### config.mk
export PLATFORM = sky130hd
export DESIGN_NAME = hps_sequencer
export DESIGN_NICKNAME = d
export VERILOG_FILES = /design/src/hw/hps_pkg.sv /design/src/hw/hps_debounce.sv /design/src/hw/hps_sequencer.sv
export SDC_FILE = /design/constraint.sdc
export NUM_CORES = 1
export LEC_CHECK = 0
export ABC_CLOCK_PERIOD_IN_PS = 3700
export BUFFER_PORTS_ARGS = -buffer_cell sky130_fd_sc_hd__buf_2
export CAP_MARGIN = 20
export CORE_UTILIZATION = 60
export DETAILED_ROUTE_END_ITERATION = 8
export PLACE_DENSITY = 0.83
export SETUP_SLACK_MARGIN = 0.15
export SYNTH_ARGS = -nofsm -noshare
export SYNTH_HDL_FRONTEND = slang
export SYNTH_SLANG_ARGS = --single-unit
### constraint.sdc
create_clock -name core_clk -period 3.7 [get_ports core_clk]
set_input_delay 0.37 -clock core_clk [delete_from_list [all_inputs] [get_ports core_clk]]
set_output_delay 0.37 -clock core_clk [all_outputs]
set_load 0.02 [all_outputs]
### src/hw/hps_pkg.sv
// Constants, reset values and state codes for the handset power sequencer.
// Assumes one core clock at CLK_KHZ; every cycle count is derived from it.
//
// Summary of operation
// Power key counts as pressed only after staying high for the debounce time.
// The user must hold the power key longer than the debounce time.
// A debounced key press while off raises the key interrupt and enables regulator one.
// After regulator one is good, wait the gap time, then enable regulator two.
// A build option stretches the gap in both directions to the long gap time.
// With both regulators good, release host reset after the reset delay.
// Hold supervision timing starts on the same edge that releases host reset.
// Hold high inside the window clears the interrupt and keeps power on.
// Hold still low at window end clears interrupt, asserts reset, powers down.
// The host must raise hold within the window after reset release.
// Hold driven low by the host makes the device drive host reset low.
// In power-down, regulator two is disabled a reset delay after reset falls.
// Once regulator two is below its low threshold, disable regulator one after the gap.
// Either regulator below its low threshold while on drives host reset low at once.
// A further key press while powered never causes power-down by itself.
// Charger plugged while on is latched; enables, reset and interrupt stay unchanged.
// Charger plugged while off is debounced, then the normal power-up runs.
// A charger-started power-up keeps the key interrupt deasserted throughout.
// While the charger is present both regulators stay on regardless of hold.
// Charger removed while hold is low drives reset low and powers down in order.
// The key interrupt is active low with an open-drain drive.
// Good flags set at the upper threshold and clear at the lower one.
// The power-up gap is timed from regulator one good to regulator two enable.
// Debounce restarts on any bounce; all timers run from the one core clock.
`default_nettype none

package hps_pkg;

  localparam int CLK_KHZ        = 25000;
  localparam int TMR_W          = 24;

  localparam int DEBOUNCE_MS    = 32;
  localparam int SHORT_GAP_US   = 125;
  localparam int LONG_GAP_MS    = 10;
  localparam int RST_DELAY_MS   = 20;
  localparam int HOLD_WINDOW_MS = 500;

  // Least times round up, the hold window is a longest time and rounds down
  localparam int DEBOUNCE_CYC    = DEBOUNCE_MS * CLK_KHZ;
  localparam int SHORT_GAP_CYC   = (SHORT_GAP_US * CLK_KHZ + 999) / 1000;
  localparam int LONG_GAP_CYC    = LONG_GAP_MS * CLK_KHZ;
  localparam int RST_DELAY_CYC   = RST_DELAY_MS * CLK_KHZ;
  localparam int HOLD_WINDOW_CYC = HOLD_WINDOW_MS * CLK_KHZ;

  // Values after reset
  localparam logic [6:0] SYNC_RESET  = 7'h02;
  localparam logic       HOST_RST_ON = 1'b0;
  localparam logic       IRQ_IDLE    = 1'b0;

  // Synchroniser lane positions
  localparam int LANE_KEY    = 0;
  localparam int LANE_CHG_N  = 1;
  localparam int LANE_HOLD   = 2;
  localparam int LANE_R1_HI  = 3;
  localparam int LANE_R1_LO  = 4;
  localparam int LANE_R2_HI  = 5;
  localparam int LANE_R2_LO  = 6;

  typedef enum logic [11:0] {
    ST_OFF       = 12'h001,
    ST_REG1_UP   = 12'h002,
    ST_GAP_UP    = 12'h004,
    ST_REG2_UP   = 12'h008,
    ST_RST_WAIT  = 12'h010,
    ST_HOLD_WAIT = 12'h020,
    ST_ON        = 12'h040,
    ST_FAULT     = 12'h080,
    ST_DN_RST    = 12'h100,
    ST_DN_REG2   = 12'h200,
    ST_DN_GAP    = 12'h400,
    ST_SPARE     = 12'h800
  } hps_state_t;

endpackage : hps_pkg

`default_nettype wire

### src/hw/hps_debounce.sv
// Level debouncer for one synchronised input.
// Assumes rawLevel is already in the core_clk domain.
`timescale 1ns/10ps
`default_nettype none

module hps_debounce
  import hps_pkg::*;
#(
  parameter int unsigned CYCLES = DEBOUNCE_CYC
) (
  input  wire logic core_clk,
  input  wire logic rst_b,
  input  wire logic rawLevel,
  output var  logic stableLevel
);

  logic [TMR_W-1:0] count_q;
  logic             stable_q;

  // ----------------------------------------------------------------
  // Counter
  // ----------------------------------------------------------------
  // Any return to the stable level restarts the count
  always_ff @(posedge core_clk or negedge rst_b) begin
    if (!rst_b) begin
      count_q <= '0;
    end else if (rawLevel == stable_q) begin
      count_q <= '0;
    end else begin
      count_q <= count_q + TMR_W'(1);
    end
  end

  always_ff @(posedge core_clk or negedge rst_b) begin
    if (!rst_b) begin
      stable_q <= 1'b0;
    end else if (rawLevel != stable_q && count_q >= TMR_W'(CYCLES - 1)) begin
      stable_q <= rawLevel;
    end
  end

  assign stableLevel = stable_q;

endmodule : hps_debounce

`default_nettype wire

### src/hw/hps_sequencer.sv
// Power-up and power-down sequencer for two regulators and a host processor.
// Assumes pin and comparator inputs are asynchronous; they are synchronised here.
`timescale 1ns/10ps
`default_nettype none

module hps_sequencer
  import hps_pkg::*;
#(
  parameter int unsigned DEBOUNCE_CYCLES    = DEBOUNCE_CYC,
  parameter int unsigned LONG_GAP_CYCLES    = LONG_GAP_CYC,
  parameter int unsigned RST_DELAY_CYCLES   = RST_DELAY_CYC,
  parameter int unsigned HOLD_WINDOW_CYCLES = HOLD_WINDOW_CYC,
  parameter bit          LONG_GAP           = 1'b0
) (
  input  wire logic core_clk,
  input  wire logic rst_b,
  input  wire logic power_key_in,
  input  wire logic charger_detect_n,
  input  wire logic host_power_hold,
  input  wire logic firstRegAboveHi,
  input  wire logic firstRegBelowLo,
  input  wire logic secondRegAboveHi,
  input  wire logic secondRegBelowLo,
  output var  logic first_regulator,
  output var  logic second_regulator,
  output var  logic hostReset_n,
  output var  logic keyIrqOut,
  output var  logic keyIrqOe,
  output var  logic chargerSeen
);

  // Gap length is fixed at build time and shared by both directions
  localparam int unsigned GAP_CYCLES = LONG_GAP ? LONG_GAP_CYCLES : SHORT_GAP_CYC;

  hps_state_t       state_q;
  hps_state_t       state_d;
  logic [6:0]       syncA_q;
  logic [6:0]       syncB_q;
  logic [TMR_W-1:0] timer_q;
  logic             good1_q;
  logic             good2_q;
  logic             keyStable;
  logic             chgStable;
  logic             keyPrev_q;
  logic             chgPrev_q;
  logic             keyPress;
  logic             chgPlug;
  logic             chgPull;
  logic             holdHigh;
  logic             fault;
  logic             irqSet;
  logic             irqClr;
  logic             reg1_q;
  logic             reg2_q;
  logic             hostRstN_q;
  logic             irq_q;
  logic             chgSeen_q;

  // Timer compare shared by every timed state
  function automatic logic timeUp(
    input logic [TMR_W-1:0] t,
    input int unsigned      lim
  );
    timeUp = (t >= TMR_W'(lim - 1));
  endfunction : timeUp

  // ----------------------------------------------------------------
  // Input synchronisers
  // ----------------------------------------------------------------
  always_ff @(posedge core_clk or negedge rst_b) begin
    if (!rst_b) begin
      syncA_q <= SYNC_RESET;
      syncB_q <= SYNC_RESET;
    end else begin
      syncA_q <= {secondRegBelowLo, secondRegAboveHi, firstRegBelowLo,
                  firstRegAboveHi, host_power_hold, charger_detect_n, power_key_in};
      syncB_q <= syncA_q;
    end
  end

  assign holdHigh = syncB_q[LANE_HOLD];

  // ----------------------------------------------------------------
  // Regulator good flags
  // ----------------------------------------------------------------
  // Hysteresis: set on the upper comparator, cleared only on the lower one
  always_ff @(posedge core_clk or negedge rst_b) begin
    if (!rst_b) begin
      good1_q <= 1'b0;
    end else if (syncB_q[LANE_R1_HI]) begin
      good1_q <= 1'b1;
    end else if (syncB_q[LANE_R1_LO]) begin
      good1_q <= 1'b0;
    end
  end

  always_ff @(posedge core_clk or negedge rst_b) begin
    if (!rst_b) begin
      good2_q <= 1'b0;
    end else if (syncB_q[LANE_R2_HI]) begin
      good2_q <= 1'b1;
    end else if (syncB_q[LANE_R2_LO]) begin
      good2_q <= 1'b0;
    end
  end

  // ----------------------------------------------------------------
  // Debounce and edge detect
  // ----------------------------------------------------------------
  hps_debounce #(
    .CYCLES      (DEBOUNCE_CYCLES)
  ) u_key_db (
    .core_clk    (core_clk),
    .rst_b       (rst_b),
    .rawLevel    (syncB_q[LANE_KEY]),
    .stableLevel (keyStable)
  );

  // Charger sense is active low; debounced as "charger present"
  hps_debounce #(
    .CYCLES      (DEBOUNCE_CYCLES)
  ) u_chg_db (
    .core_clk    (core_clk),
    .rst_b       (rst_b),
    .rawLevel    (~syncB_q[LANE_CHG_N]),
    .stableLevel (chgStable)
  );

  always_ff @(posedge core_clk or negedge rst_b) begin
    if (!rst_b) begin
      keyPrev_q <= 1'b0;
      chgPrev_q <= 1'b0;
    end else begin
      keyPrev_q <= keyStable;
      chgPrev_q <= chgStable;
    end
  end

  assign keyPress = keyStable & ~keyPrev_q;
  assign chgPlug  = chgStable & ~chgPrev_q;
  assign chgPull  = ~chgStable & chgPrev_q;

  // Regulator drop only counts once the host side is being powered
  assign fault = ~(good1_q & good2_q);

  // ----------------------------------------------------------------
  // Sequence timer
  // ----------------------------------------------------------------
  // Restarts on every state change and saturates, so one counter serves all waits
  always_ff @(posedge core_clk or negedge rst_b) begin
    if (!rst_b) begin
      timer_q <= '0;
    end else if (state_d != state_q) begin
      timer_q <= '0;
    end else if (timer_q != {TMR_W{1'b1}}) begin
      timer_q <= timer_q + TMR_W'(1);
    end
  end

  // ----------------------------------------------------------------
  // Sequencer
  // ----------------------------------------------------------------
  always_comb begin
    state_d = state_q;
    irqSet  = 1'b0;
    irqClr  = 1'b0;
    case (state_q)
      ST_OFF: begin
        if (keyPress) begin
          state_d = ST_REG1_UP;
          irqSet  = 1'b1;
        end else if (chgPlug) begin
          state_d = ST_REG1_UP;
        end
      end
      ST_REG1_UP: begin
        if (good1_q) begin
          state_d = ST_GAP_UP;
        end
      end
      ST_GAP_UP: begin
        if (timeUp(timer_q, GAP_CYCLES)) begin
          state_d = ST_REG2_UP;
        end
      end
      ST_REG2_UP: begin
        if (good1_q && good2_q) begin
          state_d = ST_RST_WAIT;
        end
      end
      ST_RST_WAIT: begin
        if (fault) begin
          state_d = ST_FAULT;
        end else if (timeUp(timer_q, RST_DELAY_CYCLES)) begin
          state_d = ST_HOLD_WAIT;
        end
      end
      ST_HOLD_WAIT: begin
        if (fault) begin
          state_d = ST_FAULT;
          irqClr  = 1'b1;
        end else if (holdHigh) begin
          state_d = ST_ON;
          irqClr  = 1'b1;
        end else if (timeUp(timer_q, HOLD_WINDOW_CYCLES)) begin
          irqClr  = 1'b1;
          if (chgStable) begin
            state_d = ST_ON;
          end else begin
            state_d = ST_DN_RST;
          end
        end
      end
      ST_ON: begin
        // Key presses are not looked at here
        if (fault) begin
          state_d = ST_FAULT;
        end else if (!holdHigh && !chgStable) begin
          state_d = ST_DN_RST;
        end
      end
      ST_FAULT: begin
        // Host reset is held low; shutdown waits for the host to drop hold
        if (!holdHigh && !chgStable) begin
          state_d = ST_DN_RST;
        end
      end
      ST_DN_RST: begin
        if (timeUp(timer_q, RST_DELAY_CYCLES)) begin
          state_d = ST_DN_REG2;
        end
      end
      ST_DN_REG2: begin
        if (!good2_q) begin
          state_d = ST_DN_GAP;
        end
      end
      ST_DN_GAP: begin
        if (timeUp(timer_q, GAP_CYCLES)) begin
          state_d = ST_OFF;
        end
      end
      default: begin
        state_d = ST_OFF;
      end
    endcase
  end

  always_ff @(posedge core_clk or negedge rst_b) begin
    if (!rst_b) begin
      state_q <= ST_OFF;
    end else begin
      state_q <= state_d;
    end
  end

  // ----------------------------------------------------------------
  // Outputs
  // ----------------------------------------------------------------
  // Enables follow the next state so they switch on the transition edge
  always_ff @(posedge core_clk or negedge rst_b) begin
    if (!rst_b) begin
      reg1_q <= 1'b0;
    end else begin
      reg1_q <= (state_d != ST_OFF);
    end
  end

  always_ff @(posedge core_clk or negedge rst_b) begin
    if (!rst_b) begin
      reg2_q <= 1'b0;
    end else begin
      reg2_q <= (state_d == ST_REG2_UP) || (state_d == ST_RST_WAIT) ||
                (state_d == ST_HOLD_WAIT) || (state_d == ST_ON) ||
                (state_d == ST_FAULT) || (state_d == ST_DN_RST);
    end
  end

  // Released on entry to hold supervision, the edge the window starts on
  always_ff @(posedge core_clk or negedge rst_b) begin
    if (!rst_b) begin
      hostRstN_q <= HOST_RST_ON;
    end else begin
      hostRstN_q <= (state_d == ST_HOLD_WAIT) || (state_d == ST_ON);
    end
  end

  // Set beats clear, as both occur together on a key press in ST_OFF
  always_ff @(posedge core_clk or negedge rst_b) begin
    if (!rst_b) begin
      irq_q <= IRQ_IDLE;
    end else if (irqSet) begin
      irq_q <= 1'b1;
    end else if (irqClr || state_q == ST_OFF) begin
      irq_q <= 1'b0;
    end
  end

  // Charger arrival while powered is only latched, nothing else reacts
  always_ff @(posedge core_clk or negedge rst_b) begin
    if (!rst_b) begin
      chgSeen_q <= 1'b0;
    end else if (chgPlug && state_q != ST_OFF) begin
      chgSeen_q <= 1'b1;
    end else if (chgPull || state_q == ST_OFF) begin
      chgSeen_q <= 1'b0;
    end
  end

  assign first_regulator  = reg1_q;
  assign second_regulator = reg2_q;
  assign hostReset_n      = hostRstN_q;
  // Open drain: pull low only while the interrupt is active
  assign keyIrqOut        = 1'b0;
  assign keyIrqOe         = irq_q;
  assign chargerSeen      = chgSeen_q;

endmodule : hps_sequencer

`default_nettype wire
==> flow_metrics.py, run 1 <==
metrics = {
    "global_route": {
        "use_met1_pct": 32.0,
        "grt_pass1_wl_um": 18400,
        "use_met2_pct": 39.7,
        "grtUsageTotal_pct": 23.7,
        "first_global_vias": 3984,
        "globalRoute.totalOverflow": 0,
        "grt_max_degree": 68,
        "use_met3_pct": 5.18,
        "busiest_layer": "met2",
        "grt_antenna_before_repair": 0,
    },
    "cts": {
        "cts_resized": 0,
        "clock_path_buffers": 2,
        "h-tree-depth": 3,
        "cts_num_sinks": 109,
        "clkSlewWorstSetupHoldPaths_ps": 110,
        "clkLatencyLatePin_ps": 370,
        "postCtsHoldBufs": 0,
        "post_cts_buffers": 0,
        "numCtsBuffers": 9,
        "cts_root_buf": "clkbuf_8",
        "cts_tree": "built",
    },
    "yosys": {
        "yosys_most_used_dff": "dfrtp_1",
        "synthTopCellsByCount": "dfrtp_1 (106), nor2_1 (91), xnor2_1 (33)",
        "synth_top_family_by_area": "simple AND/OR/NAND/NOR gates",
        "synth_area_per_cell_um2": 9.61,
        "ys_ff_latch": 109,
        "seq_area_frac_synth_pct": 50.2,
        "synth_top_cell_area_share_pct": 48.7,
        "synthMuxAreaShare_pct": 0.759,
        "synth_xor_area_share_pct": 9.98,
        "async_reset_ff_share_pct": 100,
        "synth_compound_area_share_pct": 9.50,
        "yosys_warnings": 0,
        "ys_top_cells_by_area": "dfrtp_1 (49%), nor2_1 (6.3%), xnor2_1 (5.3%)",
        "syn_area_um2": 5440,
        "syn_inst": 566,
        "synth_edf_count": 0,
        "synth-adder-area-share_pct": 1.10,
        "synth_simple_gate_area_share_pct": 25.4,
        "synthDistinctLibCells": 62,
        "synth_largest_area_cell": "dfrtp_1",
        "synth_most_common_cell": "dfrtp_1",
    },
    "worst_setup_path": {
        "critical_path.startpoint_type": "flop",
        "worstPathArrival_ps": 3140,
        "path_cells": "ha_1 -> a41oi_1 -> and3_1 -> or4_4 -> a221oi_2 -> o211a_1 -> nor3_1",
        "critPathRequiredTime_ps": 3930,
        "critPathMaxStageDelay_ps": 710,
        "end_kind": "flop",
        "critPathMaxFanout": 24,
        "slowest_stage": "o211a_1",
        "critPathKind": "reg2reg",
    },
    "cells_and_area": {
        "layoutNonFillerInstCount": 691,
        "nNetsFinal": 591,
        "antennaDiodeCount": 0,
        "drive_gt1_share_pct": 8.92,
        "fillCellCount": 687,
        "finalInstanceArea_um2": 5850,
        "area_delta_synth_final_pct": 7.47,
        "utilization_pct": 66.7,
    },
    "power": {
        "ir_drop_uv": 318,
        "power_leakage_nw": 2.49,
        "powerDensity_nw_per_um2": 368,
    },
    "drt": {
        "routed_via_density": 5.99,
        "route.detailed.wl_per_inst_um": 15.4,
        "num_vias": 4140,
        "drt-initial-drc-count": 187,
        "drc": 0,
        "wirelength_um": 10700,
        "postRouteAntennaNets": 0,
        "dr.pass1.iters": 5,
    },
    "placement": {
        "placedCellCount": 675,
        "port_buffers": 13,
        "place_area_um2": 5610,
        "gp_congestion": 0.885,
        "dp_hpwl_um": 7450,
    },
    "sta": {
        "setup_tns_ps": 0,
        "hold_violations": 0,
        "slew_viol_final": 0,
        "relSlewSlack_pct": 27.9,
        "rsz0062_at_grt": "false",
        "fin_crit_sh_pct": 78.8,
        "worst_pin_slew_ps": 1070,
        "finalClockSkew_ps": 13.6,
        "hold_slack_ps": 69.9,
        "max_freq_mhz": 343,
        "setup_violations": 0,
        "fin_crit_ps": 2910,
    },
    "floorplanning": {
        "die_h_um": 97.2,
        "core.rowCount": 34,
        "die_w_um": 97.2,
        "core_area_um2": 8760,
        "initial_core_util_pct": 62.1,
        "die_area_um2": 9450,
        "ios": 15,
    },
    "min_path": {
        "hp-class": "in2async",
    },
    "job": {
        "cap_violations": 0,
    },
    "run_status": {
        "outcome": "finished clean",
    },
}
==> final cells by class <==
cell class	instances	area, um^2	share of cell area [%]
inverters	23	86.3	1.48
clock buffers	9	124	2.12
repair buffers	18	105	1.80
well taps	108	135	2.31
clock inverters	7	116	1.99
multi-input cells	417	2550	43.6
flip-flops and latches	109	2730	46.7
==> power by group <==
part / switching, W / total (W) / internal, W
logic: 0.0000627 / 0.0000889 / 0.0000262
clock network: 0.000436 / 0.000834 / 0.000399
registers: 0.0000173 / 0.00123 / 0.00121
==> cells by family (layout without fill, tap and decap cells) <==
family,Yosys count,in the layout
and+or+nand+nor,266,266
DFF,109,109
AOI/OAI and AO/OA,78,78
xor gates and xnor gates,62,62
buffers and inverters,41,57
adders and majority gates,5,5
muxes,4,4
other,1,2
==> state kept, by name, indices dropped and copies added, names as in the netlist, 7 cells and up <==
register,cells
syncA_q,7
u_key_db.count_q,24
syncB_q,7
state_q,12
timer_q,24
u_chg_db.count_q,24
==> cells in the final DEF, fill, tap and decap left out, drive strengths merged, types with 5 or more instances in the layout <==
master	n
inv	25
a21oi	18
nand4	17
o211ai	5
nor3	20
and4	8
and2	6
or4	7
dfrtp	106
buf	18
and3	11
nor4	16
nor2b	14
xor2	29
o21ai	22
nand3	27
clkbuf	9
nor2	91
or3	9
xnor2	33
nand2	28
==> per-layer routing <==
layer	wire, um	up-vias
li1	-	2018
met1	4880	2027
met2	5370	80
met3	312	15
met4	114	0
met5	0	-
==> metrics by stage <==
step                worst slack [ps]  total power (W)
detailed placement               816          0.00134
finish                           785          0.00215
CTS                              776          0.00217
global placement                 911          0.00134
global route                     605          0.00223
floorplan                       1250          0.00130
==> final timing paths <==
| kind | from | endpoint | slack [ps] | cells after the start |
|---|---|---|---|---|
| max | timer_q[1] | timer_q[16] | 790 | 7 |
| min in group core_clk | host_power_hold | syncA_q[2] | 90 | 1 |
| min reg2reg | syncA_q[4] | syncB_q[4] | 350 | 0 |
| min | rst_b | state_q[10] | 70 | 1 |
| max reg2reg | timer_q[1] | timer_q[16] | 790 | 7 |
| max in group asynchronous | rst_b | syncA_q[1] | 2750 | 2 |
==> critical path, delay by kind of cell, from the launching register on <==
kind | cells | cell delay [ps]
flip-flops | 1 | 400
adder cells (fa/ha/maj) | 1 | 240
AO/OA/AOI/OAI | 3 | 1250
AND/OR/NAND/NOR | 3 | 880
No activity file was read; power rests on OpenSTA's default activity.
==> run 2, diff against run 1 <==
- ABC_CLOCK_PERIOD_IN_PS: 3700 -> 2760
- clock period: 3.7 -> 2.76 ns (I/O delays scaled with it)
==> run 2 against run 1 <==
Cell count is 2.6% higher. Combinational power rose by 61%. Setup slack worse by 580 ps. Sequential power rose by 34%. First-iteration DRC count fell by 1.1%. Sequential share of layout area fell by 1.8 points. Critical endpoint is now second_regulator. Highest routed layer unchanged.
==> flow_metrics.py, run 2 (synthesis gave the netlist of run 1 again) <==
metrics = {
    "floorplanning": {
        "ios": 15,
        "die_w_um": 97.2,
        "core.rowCount": 34,
        "core_area_um2": 8760,
        "initial_core_util_pct": 62.1,
        "die_h_um": 97.2,
        "die_area_um2": 9450,
    },
    "drt": {
        "drc": 0,
        "route.detailed.wl_per_inst_um": 15.4,
        "dr.pass1.iters": 4,
        "drt-initial-drc-count": 185,
        "wirelength_um": 10900,
        "routed_via_density": 5.95,
        "postRouteAntennaNets": 0,
        "num_vias": 4217,
    },
    "global_route": {
        "globalRoute.totalOverflow": 0,
        "first_global_vias": 4090,
        "grt_pass1_wl_um": 18900,
        "grt_antenna_before_repair": 0,
        "grtUsageTotal_pct": 24.4,
        "grt_max_degree": 78,
    },
    "cells_and_area": {
        "antennaDiodeCount": 0,
        "area_delta_synth_final_pct": 12.0,
        "nNetsFinal": 609,
        "top_regs": "timer_q (24), u_chg_db.count_q (24), u_key_db.count_q (24)",
        "utilization_pct": 69.5,
        "final_common_cell": "dfrtp_1",
        "layout_common_cells": "dfrtp_1 (105), nor2_1 (91), xnor2_1 (33), xor2_1 (29), nand2_1 (28)",
        "drive_gt1_share_pct": 12.6,
    },
    "sta": {
        "slew_viol_final": 0,
        "rsz0062_at_grt": "false",
        "relSlewSlack_pct": 36.2,
        "hold_violations": 0,
        "worst_pin_slew_ps": 957,
        "fin_crit_sh_pct": 92.5,
        "fin_crit_ps": 2550,
        "setup_violations": 0,
        "finalClockSkew_ps": 9.37,
        "setup_tns_ps": 0,
        "max_freq_mhz": 392,
        "fin_ws_ps": 207,
        "hold_slack_ps": 24.6,
    },
    "cts": {
        "clkSlewWorstSetupHoldPaths_ps": 110,
        "cts_num_sinks": 109,
        "cts_root_buf": "clkbuf_8",
        "h-tree-depth": 3,
        "clkLatencyLatePin_ps": 370,
        "clock_path_buffers": 2,
        "cts_tree": "built",
        "numCtsBuffers": 9,
    },
    "worst_setup_path": {
        "rrSetupSlack_ps": 210,
        "critPathKind": "reg2reg",
        "worstPathArrival_ps": 2800,
        "critPathMaxFanout": 3,
        "end_kind": "flop",
        "critPathRequiredTime_ps": 3010,
        "critical_path.startpoint_type": "flop",
    },
    "run_status": {
        "outcome": "finished clean",
    },
    "job": {
        "cap_violations": 0,
    },
    "power": {
        "power_leakage_nw": 2.62,
        "powerDensity_nw_per_um2": 476,
        "ir_drop_uv": 490,
    },
    "min_path": {
        "hp-class": "in2reg",
    },
    "placement": {
        "port_buffers": 13,
        "dp_hpwl_um": 7320,
        "gp_congestion": 0.902,
        "place_ws_ps": 57.6,
    },
}
run 2: cell types whose count changed in the layout (fill, tap and decap cells not counted), sizes merged:
cell,change
buf,+12
dlygate4sd3,+6
inv,+1
clkinv,-1
run 2: final timing paths:
path / start / endpoint / cells past startpoint
setup / recovery: timer_q[12] / second_regulator / 6
hold / removal: firstRegBelowLo / syncA_q[4] / 1
setup reg to reg: timer_q[12] / second_regulator / 6
hold reg to reg: syncA_q[0] / syncB_q[0] / 0
max in group asynchronous: rst_b / syncA_q[6] / 2
min in group asynchronous: rst_b / state_q[1] / 1
run 2: worst max-delay path: stages (launching register included):
cell	delay [ps]
dfrtp_2	430
or4_4	540
a211oi_1	330
a211o_2	230
o32ai_1	100
or2_2	300
or4_4	510
run 2: metrics by stage:
step | std cells | instance area, um^2 | total power, W
finish | 709 | 6090 | 0.00290
floorplan | 567 | 5450 | 0.00174
global route | 709 | 6090 | 0.00301
global placement | 677 | 5640 | 0.00180
CTS | 708 | 6040 | 0.00292
detailed placement | 677 | 5640 | 0.00180
run 2: repair_timing:
item,in CTS,in global routing
cloned,0,0
pin swaps,6,8
endpoints found under the setup margin,1,25
hold buffers,6,0
buffers inserted,9,1
endpoints found under the hold margin,6,0
gates resized for setup,6,8
run 2: final cells by class:
type                       count  area [um^2]
tap                          108          135
sequential                   109         2730
clock inverter                 7          114
fill                         658         2670
clock buffer                   9          124
timing repair buffer          36          268
inverter                      23         86.3
multi-input combinational    417         2630
run 2: power breakdown:
group | internal, W | switching (W) | total, W
Clock | 0.000533 | 0.000575 | 0.00111
Sequential | 0.00162 | 0.0000224 | 0.00165
Combinational | 0.0000520 | 0.0000906 | 0.000143
Total | 0.00221 | 0.000688 | 0.00290
run 2: per-layer routing:
metal,GRT usage [%],up-vias,share of wire [%]
li1,-,2050,-
met1,33.1,2062,45
met2,40.1,87,49
met3,5.11,18,4.2
met4,6.56,0,1.3
met5,0,-,0
